$ cat src/verilog/dzcg_cfg.svh
// Purpose: Offsets, field positions, reset values and counts for the doze and clock gate block.
// Assumes: Byte addresses on a plain register port, one 16-bit register per word.
// Notes: Definitions only.
`ifndef DZCG_CFG_SVH
`define DZCG_CFG_SVH

// ********************
// Register offsets
// ********************
`define DZCG_ADDR_W 4
`define DZCG_OFF_DIV_CTRL 4'h0
`define DZCG_OFF_GATE 4'h4
`define DZCG_OFF_STATUS 4'h8
`define DZCG_OFF_PRESENT 4'hC

// ********************
// Field positions
// ********************
`define DZCG_BIT_RECOVER 15
`define DZCG_RATIO_HI 14
`define DZCG_RATIO_LO 12
`define DZCG_BIT_SLOWEN 11
`define DZCG_POSTSC_HI 10
`define DZCG_POSTSC_LO 8
`define DZCG_PLLOUT_HI 7
`define DZCG_PLLOUT_LO 6
`define DZCG_PLLIN_HI 4
`define DZCG_PLLIN_LO 0

// ********************
// Reset values and counts
// ********************
`define DZCG_CTRL_RESET 16'h3040
`define DZCG_CTRL_WMASK 16'h87DF
`define DZCG_NUM_PERIPH 8
`define DZCG_PRESENT_DEFAULT 8'hFF
`define DZCG_RATIO_NONE 3'h0
`define DZCG_GATE_DELAY 1

`endif

$ cat src/verilog/dzcg_pkg.sv
// Purpose: Types shared by the doze and clock gate block.
// Assumes: Constants come from dzcg_cfg.svh.
// Notes: Types only.
package dzcg_pkg;

	// ********************
	// Bus request carrier
	// ********************
	typedef struct packed {
		logic wr;
		logic rd;
		logic [3:0] addr;
		logic [15:0] wdata;
	} dzcg_req_t;

	typedef enum logic [0:0] {
		DZCG_FULL,
		DZCG_SLOW
	} dzcg_speed_t;

endpackage

$ cat src/verilog/dzcg_divider.sv
// Purpose: Counts system cycles and pulses the CPU enable once per selected ratio.
// Assumes: One system clock; ratio given as a power-of-two exponent.
// Notes: Counter restarts whenever slow-down is off, so the first slow pulse is aligned.
`timescale 1ns/100ps
module dzcg_divider (
	input wire logic clk_in,
	input wire logic rstn_in,
	input wire logic slow_in,
	input wire logic [2:0] ratio_in,
	output logic tick_out
);

	logic [6:0] cnt_r;
	logic [6:0] limit;

	// ********************
	// Cycle counter
	// ********************
	assign limit = 7'((8'h01 << ratio_in) - 8'h01);

	always_ff @(posedge clk_in) begin
		if (!rstn_in || !slow_in || cnt_r >= limit) begin
			cnt_r <= 7'h00;
		end else begin
			cnt_r <= cnt_r + 7'h01;
		end
	end

	// Pulse every cycle at 1:1, otherwise once per 2^ratio cycles.
	always_ff @(posedge clk_in) begin
		if (!rstn_in) begin
			tick_out <= 1'b1;
		end else begin
			tick_out <= !slow_in || (cnt_r >= limit);
		end
	end

endmodule

$ cat src/verilog/dzcg_top.sv
// Purpose: Clock divisor control with doze slow-down and per-peripheral clock gating.
// Assumes: One 50 MHz clock; clock slow-down is expressed as one-cycle enable pulses.
// Notes: Registers sit on a plain port with read data one cycle after the strobe.
`timescale 1ns/100ps
`include "dzcg_cfg.svh"
module dzcg_top (
	input wire logic CLK_IN,
	input wire logic RSTN_IN,
	input wire logic [3:0] ADDR_IN,
	input wire logic [15:0] WDATA_IN,
	input wire logic WR_IN,
	input wire logic RD_IN,
	input wire logic IRQ_IN,
	input wire logic [7:0] PRESENT_IN,
	input wire logic [7:0] PERIPH_WR_IN,
	output logic [15:0] RDATA_OUT,
	output logic CPU_CE_OUT,
	output logic PERIPH_CE_OUT,
	output logic OSC_CE_OUT,
	output logic [7:0] PERIPH_CLK_EN_OUT,
	output logic [7:0] PERIPH_WR_EN_OUT,
	output logic [7:0] PERIPH_RD_VALID_OUT
);

	dzcg_pkg::dzcg_req_t req;
	dzcg_pkg::dzcg_speed_t speed_r;
	logic recover_r;
	logic [2:0] ratio_r;
	logic slowen_r;
	logic [2:0] postscale_r;
	logic [1:0] pll_out_div_r;
	logic [4:0] pll_in_pre_r;
	logic [7:0] gate_r;
	logic [7:0] run_r;
	logic [7:0] run_nxt;
	logic [7:0] postscale_cnt_r;
	logic [7:0] postscale_limit;
	logic postscale_wrap;
	logic [15:0] ctrl_word;
	logic [15:0] gate_word;
	logic [15:0] status_word;
	logic [15:0] run_word;
	logic [15:0] rd_word;
	logic wr_ctrl;
	logic wr_gate;
	logic irq_recover;
	logic [2:0] ratio_nxt;
	logic slowen_nxt;
	logic cpu_tick;

	// ********************
	// Bus decode
	// ********************
	assign req = '{wr: WR_IN, rd: RD_IN, addr: ADDR_IN, wdata: WDATA_IN};
	assign wr_ctrl = req.wr && req.addr == `DZCG_OFF_DIV_CTRL;
	assign wr_gate = req.wr && req.addr == `DZCG_OFF_GATE;

	// ********************
	// Recovery on interrupt
	// ********************
	// Only a set recover bit lets an interrupt reach the slow-down enable.
	assign irq_recover = recover_r && IRQ_IN;

	// ********************
	// Control register
	// ********************
	always_comb begin
		ratio_nxt = ratio_r;
		slowen_nxt = slowen_r;
		if (wr_ctrl) begin
			if (!slowen_r) begin
				ratio_nxt = req.wdata[`DZCG_RATIO_HI:`DZCG_RATIO_LO];
			end
			// The ratio that holds after this write is checked, so a combined write works.
			slowen_nxt = req.wdata[`DZCG_BIT_SLOWEN] && ratio_nxt != `DZCG_RATIO_NONE;
		end
		// The interrupt wins over a software set in the same cycle; recovery is the priority.
		if (irq_recover) begin
			slowen_nxt = 1'b0;
		end
	end

	always_ff @(posedge CLK_IN) begin
		if (!RSTN_IN) begin
			ratio_r <= 3'(`DZCG_CTRL_RESET >> `DZCG_RATIO_LO);
		end else begin
			ratio_r <= ratio_nxt;
		end
	end

	always_ff @(posedge CLK_IN) begin
		if (!RSTN_IN) begin
			slowen_r <= 1'b0;
		end else begin
			slowen_r <= slowen_nxt;
		end
	end

	// ********************
	// Stored fields
	// ********************
	always_ff @(posedge CLK_IN) begin
		if (!RSTN_IN) begin
			recover_r <= 1'(`DZCG_CTRL_RESET >> `DZCG_BIT_RECOVER);
		end else if (wr_ctrl) begin
			recover_r <= req.wdata[`DZCG_BIT_RECOVER];
		end
	end

	always_ff @(posedge CLK_IN) begin
		if (!RSTN_IN) begin
			postscale_r <= 3'(`DZCG_CTRL_RESET >> `DZCG_POSTSC_LO);
		end else if (wr_ctrl) begin
			postscale_r <= req.wdata[`DZCG_POSTSC_HI:`DZCG_POSTSC_LO];
		end
	end

	// The PLL fields are only stored; the PLL itself lies outside this block.
	always_ff @(posedge CLK_IN) begin
		if (!RSTN_IN) begin
			pll_out_div_r <= 2'(`DZCG_CTRL_RESET >> `DZCG_PLLOUT_LO);
		end else if (wr_ctrl) begin
			pll_out_div_r <= req.wdata[`DZCG_PLLOUT_HI:`DZCG_PLLOUT_LO];
		end
	end

	always_ff @(posedge CLK_IN) begin
		if (!RSTN_IN) begin
			pll_in_pre_r <= 5'(`DZCG_CTRL_RESET >> `DZCG_PLLIN_LO);
		end else if (wr_ctrl) begin
			pll_in_pre_r <= req.wdata[`DZCG_PLLIN_HI:`DZCG_PLLIN_LO];
		end
	end

	// ********************
	// Speed status
	// ********************
	always_ff @(posedge CLK_IN) begin
		if (!RSTN_IN) begin
			speed_r <= dzcg_pkg::DZCG_FULL;
		end else begin
			speed_r <= slowen_r ? dzcg_pkg::DZCG_SLOW : dzcg_pkg::DZCG_FULL;
		end
	end

	// ********************
	// Module disable bits
	// ********************
	always_ff @(posedge CLK_IN) begin
		if (!RSTN_IN) begin
			gate_r <= 8'h00;
		end else if (wr_gate) begin
			gate_r <= req.wdata[7:0];
		end
	end

	// A stored disable bit reaches the modules at the next edge, one cycle after the write.
	assign run_nxt = ~gate_r & PRESENT_IN;

	always_ff @(posedge CLK_IN) begin
		if (!RSTN_IN) begin
			run_r <= 8'h00;
		end else begin
			run_r <= run_nxt;
		end
	end

	// ********************
	// Peripheral enables
	// ********************
	// Each control has its own flop, so a disabled module sees all three fall together.
	genvar g;
	generate
		for (g = 0; g < `DZCG_NUM_PERIPH; g = g + 1) begin : gen_gate
			always_ff @(posedge CLK_IN) begin
				if (!RSTN_IN) begin
					PERIPH_CLK_EN_OUT[g] <= 1'b0;
				end else begin
					PERIPH_CLK_EN_OUT[g] <= run_nxt[g];
				end
			end

			always_ff @(posedge CLK_IN) begin
				if (!RSTN_IN) begin
					PERIPH_WR_EN_OUT[g] <= 1'b0;
				end else begin
					PERIPH_WR_EN_OUT[g] <= run_nxt[g] && PERIPH_WR_IN[g];
				end
			end

			always_ff @(posedge CLK_IN) begin
				if (!RSTN_IN) begin
					PERIPH_RD_VALID_OUT[g] <= 1'b0;
				end else begin
					PERIPH_RD_VALID_OUT[g] <= run_nxt[g];
				end
			end
		end
	endgenerate

	// ********************
	// Derived clock enables
	// ********************
	// The CPU rate is an enable pulse, not a gated clock, so both domains share one edge.
	dzcg_divider dzcg_divider_i (
		.clk_in(CLK_IN),
		.rstn_in(RSTN_IN),
		.slow_in(slowen_r),
		.ratio_in(ratio_r),
		.tick_out(cpu_tick)
	);

	always_ff @(posedge CLK_IN) begin
		if (!RSTN_IN) begin
			CPU_CE_OUT <= 1'b0;
		end else begin
			CPU_CE_OUT <= cpu_tick;
		end
	end

	// Peripherals never see the divided rate; only the CPU enable is slowed.
	always_ff @(posedge CLK_IN) begin
		if (!RSTN_IN) begin
			PERIPH_CE_OUT <= 1'b0;
		end else begin
			PERIPH_CE_OUT <= 1'b1;
		end
	end

	// ********************
	// Fast oscillator postscaler
	// ********************
	// The counter does not restart on a new code, so the first period after a write may differ.
	assign postscale_limit = 8'((9'h001 << postscale_r) - 9'h001);
	assign postscale_wrap = postscale_cnt_r >= postscale_limit;

	always_ff @(posedge CLK_IN) begin
		if (!RSTN_IN || postscale_wrap) begin
			postscale_cnt_r <= 8'h00;
		end else begin
			postscale_cnt_r <= postscale_cnt_r + 8'h01;
		end
	end

	always_ff @(posedge CLK_IN) begin
		if (!RSTN_IN) begin
			OSC_CE_OUT <= 1'b0;
		end else begin
			OSC_CE_OUT <= postscale_wrap;
		end
	end

	// ********************
	// Read port
	// ********************
	assign ctrl_word = {recover_r, ratio_r, slowen_r, postscale_r,
		pll_out_div_r, 1'b0, pll_in_pre_r};
	assign gate_word = {8'h00, gate_r};
	assign status_word = {15'h0000, speed_r == dzcg_pkg::DZCG_SLOW};
	assign run_word = {8'h00, run_r};

	always_comb begin
		rd_word = 16'h0000;
		if (req.rd) begin
			unique case (req.addr)
				`DZCG_OFF_DIV_CTRL: rd_word = ctrl_word;
				`DZCG_OFF_GATE: rd_word = gate_word;
				`DZCG_OFF_STATUS: rd_word = status_word;
				`DZCG_OFF_PRESENT: rd_word = run_word;
				default: rd_word = 16'h0000;
			endcase
		end
	end

	// Idle cycles read zero, so a late sample of the read port cannot pass as data.
	always_ff @(posedge CLK_IN) begin
		if (!RSTN_IN) begin
			RDATA_OUT <= 16'h0000;
		end else begin
			RDATA_OUT <= rd_word;
		end
	end

endmodule
$ cat config.mk
export PLATFORM = sky130hd
export DESIGN_NAME = dzcg_top
export DESIGN_NICKNAME = d
export VERILOG_FILES = /design/src/verilog/dzcg_pkg.sv /design/src/verilog/dzcg_divider.sv /design/src/verilog/dzcg_top.sv
export VERILOG_INCLUDE_DIRS = /design/src /design/src/verilog
export SDC_FILE = /design/constraint.sdc
export NUM_CORES = 1
export LEC_CHECK = 0
export ABC_AREA = 1
export BUFFER_PORTS_ARGS = -buffer_cell sky130_fd_sc_hd__buf_2
export CAP_MARGIN = 0
export CORE_MARGIN = 4
export CORE_UTILIZATION = 52
export CTS_CLUSTER_SIZE = 16
export DETAILED_ROUTE_END_ITERATION = 10
export MAX_ROUTING_LAYER = met4
export PLACE_DENSITY = 0.84
export SKIP_CTS_REPAIR_TIMING = 1
export SLEW_MARGIN = 5
export SYNTH_ARGS = -nofsm -noshare
export SYNTH_HDL_FRONTEND = slang
export SYNTH_SLANG_ARGS = --single-unit
export TNS_END_PERCENT = 10
$ cat constraint.sdc
create_clock -name CLK_IN -period 2.1 [get_ports CLK_IN]
set_input_delay 0.21 -clock CLK_IN [delete_from_list [all_inputs] [get_ports CLK_IN]]
set_output_delay 0.21 -clock CLK_IN [all_outputs]
set_load 0.01 [all_outputs]
Word level (Yosys, flattened, before mapping)
Cells that the tools add are included.
{ "totals": {"regBits": 83, "inputBits": 41, "output_inout_bits": 43} }
{ "classes": {"addsub": 4, "magnitude_cmp": 2, "n_eq_ne": 3, "shift": 2, "n_mux": 5, "bitwise_logic": 3, "n_reduce_logical": 22} }
{ "op_table": {"columns": ["op", "n"], "rows": [
  ["16-bit case mux with 4 select lines", 1],
  ["1-bit logical AND", 12],
  ["8-bit by 1-bit adder with 8-bit output (second input constant)", 1],
  ["8-bit bitwise AND", 1],
  ["4-bit equality test (second input constant)", 2],
  ["8-bit greater-or-equal comparator", 1],
  ["8-bit NOT", 1],
  ["1-bit by 3-bit left shift with 8-bit output (first input constant)", 1],
  ["8-bit by 1-bit subtractor with 8-bit output (second input constant)", 1],
  ["7-bit by 1-bit adder with 7-bit output (second input constant)", 1],
  ["7-bit greater-or-equal comparator", 1],
  ["1-bit by 3-bit left shift with 7-bit output (first input constant)", 1],
  ["7-bit by 1-bit subtractor with 7-bit output (second input constant)", 1],
  ["3-bit 2-to-1 mux", 2],
  ["4-bit by 3-bit equality test with 1-bit output (second input constant)", 1],
  ["4-bit logical NOT", 1],
  ["1-bit logical OR", 4],
  ["3-bit nonzero test", 1],
  ["1-bit logical NOT", 2],
  ["1-bit 2-to-1 mux", 2],
  ["2-bit AND reduction", 1],
  ["2-bit OR reduction", 1],
  ["1-bit NOT", 1]
]} }

Longest topological paths before layout
Gate-level depths: netlist (run 1).
{ "logic_depth": {"ltp_word": 5, "mapped_depth": 13, "depth_no_buf": 13} }

Cells and area by module
From an unflattened synthesis (run 1), not the netlist that was laid out.
{ "unflattened": {"hier_cells": 399, "area_unflattened_um2": 3178.0} }
{ "modules_own_cells": {"columns": ["module", "instances", "cells_per_inst", "area_per_inst_um2"], "rows": [
  ["dzcg_top", 1, 329, 2655.0],
  ["dzcg_divider", 1, 70, 523.0]
]} }

Worst setup path before layout (run 1)
No wires, ideal clock.
{ "synth_timing": {"kind": "flip-flop to flip-flop", "start": "register postscale_r[0]", "end": "register postscale_cnt_r[0]", "arrival_ns": 1.890, "required_time_ns": 2.031, "setup_slack_ns": 0.142, "path_stages_with_launch": 14, "path_buffers": 0, "period_less_slack_ns": 1.958, "path_cell_list": "dfxtp_1 > inv_1 > nand2_1 > ha_1 > o21ai_0 > nor2_1 > nand2_1 > xor2_1 > ha_1 > nand2_1 > nor2_1 > nor2_1 > nand3_1 > nor2_1"} }
{ "synth_between": {"elab_chain_cells": 4} }
{ "synth_rtl": {"columns": ["item", "line_no", "text"], "rows": [
  ["start: declaration", "dzcg_top.sv:30", "logic [2:0] postscale_r;"],
  ["start signal: assignment", "dzcg_top.sv:112", "postscale_r <= 3'(`DZCG_CTRL_RESET >> `DZCG_POSTSC_LO);"],
  ["start signal: assignment", "dzcg_top.sv:114", "postscale_r <= req.wdata[`DZCG_POSTSC_HI:`DZCG_POSTSC_LO];"],
  ["1-bit by 3-bit left shift with 8-bit output", "dzcg_top.sv:234", "assign postscale_limit = 8'((9'h001 << postscale_r) - 9'h001);"],
  ["8-bit by 1-bit subtractor with 8-bit output", "dzcg_top.sv:234", null],
  ["8-bit greater-or-equal comparator", "dzcg_top.sv:235", "assign postscale_wrap = postscale_cnt_r >= postscale_limit;"],
  ["1-bit logical OR", "dzcg_top.sv:238", "if (!RSTN_IN || postscale_wrap) begin"],
  ["end signal: assignment", "dzcg_top.sv:241", "postscale_cnt_r <= postscale_cnt_r + 8'h01;"],
  ["end: declaration", "dzcg_top.sv:36", "logic [7:0] postscale_cnt_r;"]
]} }
No other way between the ends.
A chain may end at the register's enable or synchronous reset.

Final worst setup path (run 1)
{ "layout_timing": {"start": "register postscale_r[2]", "end": "register postscale_cnt_r[6]"} }
The elaborated chain is that of the path after synthesis.

==> flow_summary_export.csv, run 1 <==
group,metric,value,unit
yosys,syn_avg_cell_area,7.90,µm²
grt,antenna_found_initial,0,
yosys,ys_types,29,
detailed_routing,drc,0,
layout,layout-drive-gt1-share,26.1,%
pwr,peakVddDrop,433,µV
sta,max_clock_freq,473,MHz
setup_path,cp_slowest_cell,"dfxtp_4",
pwr,p_per_area,737,nW/µm²
clock_tree,root_buffer,"clkbuf_8",
grt,grt_pass1_wl,12.3,mm
setup_path,startpoint,"postscale_r[2]",
setup_path,crit_arrival,2.39,ns
setup_path,critical-path-top-delay-family,"simple AND/OR/NAND/NOR gates",
pwr,finalPower,2.87,mW
clock_tree,htreeDepth,3,
yosys,synth_nets,464,
floorplanning,floorplan.io_pins,84,
sta,holdWs,0.0953,ns
yosys,synth_seq_area_share,46.9,%
sta,hold_viol_final,0,
floorplanning,die-width,86.4,µm
setup_path,worstReg2RegStart,"postscale_r[2]",
setup_path,cp_common_cell,"nor2_1",
detailed_routing,avgViaCountPerCell,5.01,
place,routabilityCongestion,0.820,
place,dpl.cell_count,552,
run_status,failed_checks,"negative setup slack",
clock_tree,insertion_delay,0.35,ns
detailed_routing,drtAntennaViolNets,0,
min_path,hp-start,"PRESENT_IN[2]",
clock_tree,numCtsBuffers,9,
place,place_hpwl,5.50,mm
clock_tree,cts_tree,"done",
floorplanning,coreArea,5960,µm²
yosys,yosysWarningCount,0,
setup_path,end_kind,"flop",
setup_path,critical_path.max_stage_delay,0.38,ns
setup_path,startpoint_type,"flop",
floorplanning,core.rowCount,28,
grt,grt_pass1_vias,2784,
floorplanning,die_h,86.4,µm
sta,final_max_slew_viol_count,0,
setup_path,cp_cell_sequence,"nor2_4, nand2_2, ha_4, o21ai_2, nor2_1, nand2_1, xor2_1, ha_1, nand2_1, nor2_1, nor2_1, nand3_2, nor2_1",
place,dp_slack,-0.103,ns
layout,area_delta_synth_final,21.9,%
floorplanning,initial_core_util,53.7,%
sta,period_needed,2.11,ns
setup_path,critPathKind,"reg2reg",
grt,grt_max_degree,26,
grt,grt_usage,21.4,%
yosys,synth_area,3200,µm²
flow_run,maxCapViolCount,0,
setup_path,worst_ep_required_time,2.38,ns
yosys,ys_seq_elements,75,
detailed_routing,dr_total_vias,2848,
sta,setup_viol,1,
layout,antenna_cells,0,
detailed_routing,wirelength,7.38,mm
sta,rsz0062_at_grt,"true",
clock_tree,cts_sinks,75,
yosys,syn_inst,405,
detailed_routing,drt-pass1-iter-count,4,
grt,grt_overflow_total,0,
setup_path,critical_path_buf_inv_count,0,
pwr,p_leak,1.91,nW
layout,fin_nets,549,
sta,finClkSkew,0.00404,ns
layout,instances_no_fill,569,
run_status,status,"finished, violations left",
setup_path,cp_max_fo,8,
place,portBuffers,83,
floorplanning,die-area,7470,µm²
sta,setup_ws,-0.0128,ns
clock_tree,path_clk_slew,0.08,ns
sta,post-route-period-util,101,%
min_path,hold_class,"in2reg",
clock_tree,clock_path_buffers,2,
detailed_routing,routedWlPerCell,13.0,µm
detailed_routing,drt_iter0_drc,147,
[cells in the final DEF, fill, tap and decap left out, types with 2 or more instances in the layout]
cell,instances
nand2_2,5
dfxtp_4,2
inv_1,36
o211ai_1,2
nand2_1,87
nand4_1,2
nor2_2,2
clkinv_4,3
nand3_1,17
buf_4,5
xnor2_1,6
nor3b_1,8
o21ai_1,4
nor3_1,10
a21oi_1,21
inv_2,6
nor2_1,57
dfxtp_1,72
xor2_1,6
ha_1,17
o21ai_0,16
nor2_4,5
clkbuf_8,10
buf_2,83
[synth_stat cells (all sizes together)]
cell / count / share of area, %
clkinv: 1 / 0.12
nand4: 3 / 0.78
inv: 42 / 4.9
buf: 12 / 2.8
o21ai: 21 / 3.3
dfxtp: 75 / 47
nand3b: 1 / 0.23
xor2: 6 / 1.6
ha: 18 / 7.0
nand2: 92 / 11
nand3: 19 / 3.4
conb: 1 / 0.12
o211ai: 2 / 0.47
clkbuf: 2 / 0.23
xnor2: 6 / 1.6
a21oi: 21 / 3.3
nor3b: 8 / 1.9
nor2: 64 / 8.5
nor3: 10 / 1.6
a21o: 1 / 0.23
[final timing paths]
path,endpoint,slack [ns],cells past startpoint
hold reg to reg,CPU_CE_OUT,0.43,2
setup reg to reg,postscale_cnt_r[6],-0.01,13
hold / removal,run_r[2],0.1,3
setup / recovery,postscale_cnt_r[6],-0.01,13
[metrics by stage]
stage / TNS (ns) / cell area (µm²) / util [%]
6_report: -0.0128 / 3900 / 65.5
4_1_cts: -0.854 / 3840 / 64.4
3_3_place_gp: 0 / 3630 / 61.0
5_1_grt: -1.10 / 3900 / 65.5
3_5_place_dp: -0.619 / 3630 / 61.0
2_1_floorplan: 0 / 3200 / -
[where the power goes]
part	total (mW)	leakage, nW	internal, mW	switching (mW)
logic	0.264	1.20	0.108	0.156
registers	1.48	0.612	1.46	0.0256
clock network	1.13	0.0985	0.581	0.546
total	2.87	1.91	2.15	0.728
[logic make-up (layout without fill, tap and decap cells)]
logic type | Yosys count | after routing | share of synthesized area [%]
adders and majority gates | 18 | 18 | 7.04
buffers and inverters | 57 | 146 | 8.06
other | 1 | 1 | 0.117
and+or+nand+nor | 197 | 197 | 27.3
AOI/OAI and AO/OA | 45 | 45 | 7.27
DFF | 75 | 75 | 46.9
xor gates and xnor gates | 12 | 12 | 3.29
[metal layers]
layer  vias to the layer above  wire (µm)  track usage [%]
met2                        82       3720             35.3
met4                         0        172             10.5
met5                         -          0                -
li1                       1456          -                -
met1                      1292       3040             24.9
met3                        18        446             4.28
[registers in the layout (all words and copies together) (netlist names)]
register,flops
PERIPH_CE_OUT,1
postscale_r,3
run_r,8
CPU_CE_OUT,1
dzcg_divider_i.tick_out,1
recover_r,1
gate_r,8
dzcg_divider_i.cnt_r,7
postscale_cnt_r,8
pll_out_div_r,2
RDATA_OUT,16
PERIPH_WR_EN_OUT,8
speed_r,1
pll_in_pre_r,5
ratio_r,3
OSC_CE_OUT,1
slowen_r,1
[tightest hold or removal path, stage by stage]
cell,delay (ns)
buf_2,0.08
nand2_1,0.05
nor2_1,0.07
[area by class of cell]
cell class,count,area [µm²]
clock buffer,10,138
clock inverter,5,63.8
fill,528,2060
inverter,43,161
multi-input combinational,273,1480
sequential,75,1510
tap,75,93.8
timing repair buffer,88,453
No activity file was read; power rests on OpenSTA's default activity.
==> inputs of run 2 (changes only) <==
--- a/config.mk
+++ b/config.mk
@@ -14,7 +14,7 @@
 export CTS_CLUSTER_SIZE = 16
 export DETAILED_ROUTE_END_ITERATION = 10
 export MAX_ROUTING_LAYER = met4
-export PLACE_DENSITY = 0.84
+export PLACE_DENSITY_LB_ADDON = 0.12
 export SKIP_CTS_REPAIR_TIMING = 1
 export SLEW_MARGIN = 5
 export SYNTH_ARGS = -nofsm -noshare
==> flow_summary_export.csv, run 2 (synthesized netlist as in run 1, its figures left out) <==
group,metric,value,unit
run_status,status,"finished, violations left",
run_status,failed_checks,"negative setup slack",
setup_path,worstReg2RegStart,"postscale_r[2]",
pwr,switchingPower,0.723,mW
detailed_routing,drt_iter0_drc,111,
detailed_routing,drc,0,
grt,grt.busiest_layer,"met2",
grt,antenna_found_initial,0,
floorplanning,coreArea,5960,µm²
detailed_routing,drt-pass1-iter-count,4,
sta,tns,-0.00772,ns
setup_path,cp_max_fo,8,
setup_path,crit_arrival,2.39,ns
pwr,seq_power_share,47.9,%
detailed_routing,wirelength,7.18,mm
sta,hold_viol_final,0,
clock_tree,root_buffer,"clkbuf_8",
setup_path,startpoint_type,"flop",
pwr,peakVddDrop,425,µV
clock_tree,insertion_delay,0.34,ns
grt,grt_max_degree,26,
grt,grt_pass1_vias,2588,
pwr,p_sw_share,23.4,%
layout,antenna_cells,0,
pwr,p_per_area,776,nW/µm²
sta,max_clock_freq,475,MHz
pwr,pwr-share-comb,8.9,%
layout,fin_nets,550,
place,place_hpwl,5.14,mm
layout,top_register,"RDATA_OUT",
layout,layout-drive-gt1-share,27.6,%
pwr,p_leak,1.94,nW
clock_tree,clock_path_buffers,2,
grt,grt_pass1_wl,11.5,mm
min_path,hold_class,"in2reg",
clock_tree,cts_tree,"done",
layout,final_cell_mix,"nand2_1 (86), buf_2 (83), dfxtp_1 (72)",
floorplanning,die_h,86.4,µm
place,portBuffers,83,
setup_path,critPathKind,"reg2reg",
layout,regArea,1510,µm²
clock_tree,htreeDepth,3,
grt,grt_overflow_total,0,
setup_path,end_kind,"flop",
pwr,p_int,2.37,mW
clock_tree,cts_sinks,75,
place,routabilityCongestion,0.825,
sta,period_needed,2.11,ns
min_path,worstHoldPathCells,3,
grt,use_met3,3.71,%
floorplanning,die-area,7470,µm²
floorplanning,core.rowCount,28,
sta,final_max_slew_viol_count,0,
sta,post-route-period-util,100,%
sta,finClkSkew,0.00963,ns
floorplanning,die-width,86.4,µm
pwr,finalPower,3.09,mW
detailed_routing,drtAntennaViolNets,0,
clock_tree,path_clk_slew,0.08,ns
grt,gr-usage-met2,31.2,%
layout,instances_no_fill,571,
layout,multi_input_area,1510,µm²
grt,grt_usage,20.0,%
setup_path,r2r_setup_slack,-0.007,ns
sta,setup_viol,2,
min_path,hold_end,"run_r[7]",
grt,grt_use_met1,25.5,%
min_path,hp-start,"PRESENT_IN[7]",
layout,nFillCells,541,
setup_path,r2r-end,"postscale_cnt_r[7]",
floorplanning,floorplan.io_pins,84,
sta,setup_ws,-0.00736,ns
detailed_routing,avgViaCountPerCell,4.85,
layout,mostFrequentLayoutCell,"nand2_1",
place,dpl.cell_count,552,
pwr,power.share.clock,43.2,%
detailed_routing,routedWlPerCell,12.6,µm
sta,rsz0062_at_grt,"true",
setup_path,startpoint,"postscale_r[2]",
floorplanning,initial_core_util,53.7,%
layout,area_delta_synth_final,24.5,%
clock_tree,numCtsBuffers,9,
flow_run,maxCapViolCount,0,
detailed_routing,dr_total_vias,2768,
setup_path,rr_worst_depth,12,
setup_path,worst_ep_required_time,2.39,ns
layout,largest_reg_flops,16,
[run 2: cell count changes in the layout (fill, tap and decap cells not counted), moves of 2 or more]
cell	previous run	this run
nor2_1	57	52
nor2_2	2	7
bufinv_16	1	3
clkinv_4	3	1
[run 2: worst max path at each step]
| stage | to | slack (ns) | depth (start not counted) |
|---|---|---|---|
| after detailed placement | postscale_cnt_r[2] | -0.11 | 13 |
| after global routing | postscale_cnt_r[7] | -0.15 | 12 |
| after global placement | postscale_cnt_r[3] | 0.04 | 13 |
| after CTS | postscale_cnt_r[2] | -0.14 | 13 |
| final | postscale_cnt_r[7] | -0.007 | 12 |
| after floorplan | postscale_cnt_r[0] | 0.14 | 13 |
[run 2: per-layer routing]
metal	vias to the layer above	part of all wire, %
met3	11	5.1
met1	1242	46
met5	-	0
met4	0	1.3
met2	63	47
li1	1452	-
[run 2: stage by stage]
stage	utilization [%]	cell area [µm²]	hold WS, ns	worst slack [ns]
floorplan	-	3200	0.238	0.142
global placement	61.0	3630	0.398	0.0408
detailed placement	61.0	3630	0.406	-0.111
CTS	65.1	3870	0.0865	-0.144
global route	66.9	3980	0.107	-0.152
finish	66.9	3980	0.0938	-0.00736
[run 2: final cells by class]
class,count,area share [%]
multi-input cells,273,38.0
inverters,43,4.05
repair buffers,89,11.7
clock inverters,6,2.83
clock buffers,10,3.20
flip-flops and latches,75,37.9
well taps,75,2.36
[run 2: power by group through the flow]
| stage | Sequential, mW | Clock, mW | Combinational (mW) |
|---|---|---|---|
| after detailed placement | 1.51 | 0 | 0.249 |
| after CTS | 1.48 | 1.36 | 0.250 |
| final | 1.48 | 1.33 | 0.276 |
| after global routing | 1.49 | 1.42 | 0.314 |
| after global placement | 1.51 | 0 | 0.244 |
| after floorplan | 1.52 | 0 | 0.147 |
[run 2: critical path, stage by stage, from the launching register on]
cell	delay [ns]
dfxtp_4	0.36
nor2_4	0.16
nand2_2	0.09
ha_4	0.16
buf_6	0.11
nor3_1	0.19
nor2_1	0.08
ha_1	0.20
a21oi_2	0.15
nor2_1	0.08
nor2_2	0.18
nand3_4	0.16
nor2_2	0.12
==> inputs of run 3 (changes only) <==
--- a/config.mk
+++ b/config.mk
@@ -15,6 +15,7 @@
 export DETAILED_ROUTE_END_ITERATION = 10
 export MAX_ROUTING_LAYER = met4
 export PLACE_DENSITY_LB_ADDON = 0.12
+export REMOVE_ABC_BUFFERS = 1
 export SKIP_CTS_REPAIR_TIMING = 1
 export SLEW_MARGIN = 5
 export SYNTH_ARGS = -nofsm -noshare
==> flow_summary_export.csv, run 3 (synthesized netlist as in run 1, its figures left out) <==
group,metric,value,unit
clock_tree,cts_tree,"done",
layout,area_delta_synth_final,22.4,%
flow_run,maxCapViolCount,0,
min_path,hold_class,"in2reg",
run_status,status,"finished, final reports clean",
place,placed_area,3640,µm²
detailed_routing,routed.top_layer,"met4",
clock_tree,clock_path_buffers,2,
detailed_routing,drt-met1-wl,3.07,mm
layout,nFillCells,533,
detailed_routing,drc,0,
clock_tree,insertion_delay,0.35,ns
floorplanning,die-area,7470,µm²
detailed_routing,routedWlPerCell,12.2,µm
detailed_routing,dr_wl_met3,460,µm
layout,top_register,"RDATA_OUT",
sta,rsz0062_at_grt,"true",
floorplanning,coreArea,5960,µm²
sta,hold_viol_final,0,
place,place_hpwl,4.98,mm
clock_tree,htreeDepth,3,
sta,setup_viol,0,
setup_path,end_kind,"flop",
setup_path,crit_arrival,2.27,ns
detailed_routing,drtAntennaViolNets,0,
floorplanning,die-width,86.4,µm
floorplanning,floorplan.io_pins,84,
grt,antenna_found_initial,0,
sta,post-route-period-util,94.2,%
layout,regArea,1510,µm²
floorplanning,die_h,86.4,µm
grt,grt_overflow_total,0,
setup_path,worst_ep_required_time,2.39,ns
layout,final_cell_mix,"nand2_1 (86), buf_2 (83), dfxtp_1 (72)",
clock_tree,root_buffer,"clkbuf_8",
sta,final_max_slew_viol_count,0,
sta,max_clock_freq,505,MHz
layout,fin_nets,549,
clock_tree,numCtsBuffers,9,
grt,grt_usage,19.5,%
pwr,p_leak,1.91,nW
sta,period_needed,1.98,ns
detailed_routing,dr_total_vias,2770,
sta,finClkSkew,0.0111,ns
layout,layout-drive-gt1-share,26.9,%
layout,largest_reg_flops,16,
grt,grt_pass1_wl,11.1,mm
pwr,peakVddDrop,502,µV
setup_path,critPathKind,"reg2reg",
setup_path,r2r_setup_slack,0.12,ns
grt,grt_max_degree,26,
place,portBuffers,83,
setup_path,cp_max_fo,8,
clock_tree,cts_sinks,75,
layout,fin_area,3920,µm²
floorplanning,core.rowCount,28,
sta,holdWs,0.0829,ns
grt,grt_pass1_vias,2537,
clock_tree,path_clk_slew,0.08,ns
detailed_routing,avgViaCountPerCell,4.86,
detailed_routing,wl_met2,3.29,mm
detailed_routing,drt-pass1-iter-count,4,
setup_path,startpoint_type,"flop",
place,routabilityCongestion,0.822,
floorplanning,initial_core_util,53.7,%
place,dpl.cell_count,553,
detailed_routing,wirelength,6.93,mm
pwr,p_per_area,734,nW/µm²
layout,antenna_cells,0,
layout,mostFrequentLayoutCell,"nand2_1",
layout,multi_input_area,1500,µm²
detailed_routing,drt_iter0_drc,116,
layout,instances_no_fill,570,
pwr,finalPower,2.88,mW
-- run 3: changes by cell type in the layout (fill, tap and decap cells not counted), sizes merged --
cell      change
inv           -1
clkinvlp      +2
clkbuf        +1
buf           -1
bufinv        -2
-- run 3: area by class of cell --
class | count | share of cell area, %
sequential | 75 | 38.4
multi-input combinational | 273 | 38.2
timing repair buffer | 88 | 11.7
inverter | 43 | 4.22
clock buffer | 11 | 3.61
tap | 75 | 2.40
clock inverter | 5 | 1.53
-- run 3: worst paths after layout --
check / startpoint / to / cells past startpoint
setup / recovery: postscale_r[2] / postscale_cnt_r[5] / 12
hold / removal: WDATA_IN[5] / gate_r[5] / 3
setup reg to reg: postscale_r[2] / postscale_cnt_r[5] / 12
hold reg to reg: dzcg_divider_i.tick_out / CPU_CE_OUT / 2
-- run 3: critical path, stage by stage (launching register included) --
cell and delay [ns]:
dfxtp_2 0.36, buf_4 0.15, clkinvlp_4 0.15, nor2_1 0.14, nor2_1 0.06, nand2_1 0.07, xor2_1 0.17, ha_1 0.25
nand2_1 0.08, nor2_1 0.05, nor2_2 0.16, nand3_4 0.14, nor2_2 0.12
-- run 3: through the flow --
stage	TNS (ns)	utilization [%]	setup WS, ns
2_1_floorplan	0	-	0.142
3_3_place_gp	0	61.2	0.0704
3_5_place_dp	-0.119	61.2	-0.0225
4_1_cts	-0.252	64.5	-0.0403
5_1_grt	-0.0604	65.8	-0.0173
6_report	0	65.8	0.121
-- run 3: report_power, final --
group	internal [mW]	total [mW]	switching, mW
combinational	0.113	0.273	0.159
clock	0.586	1.12	0.537
sequential	1.46	1.48	0.0230
-- run 3: per-layer routing --
metal | track usage (%) | vias to the layer above
li1 | - | 1454
met1 | 24.0 | 1225
met2 | 30.0 | 82
met3 | 4.75 | 9
met4 | 9.49 | 0
met5 | - | -
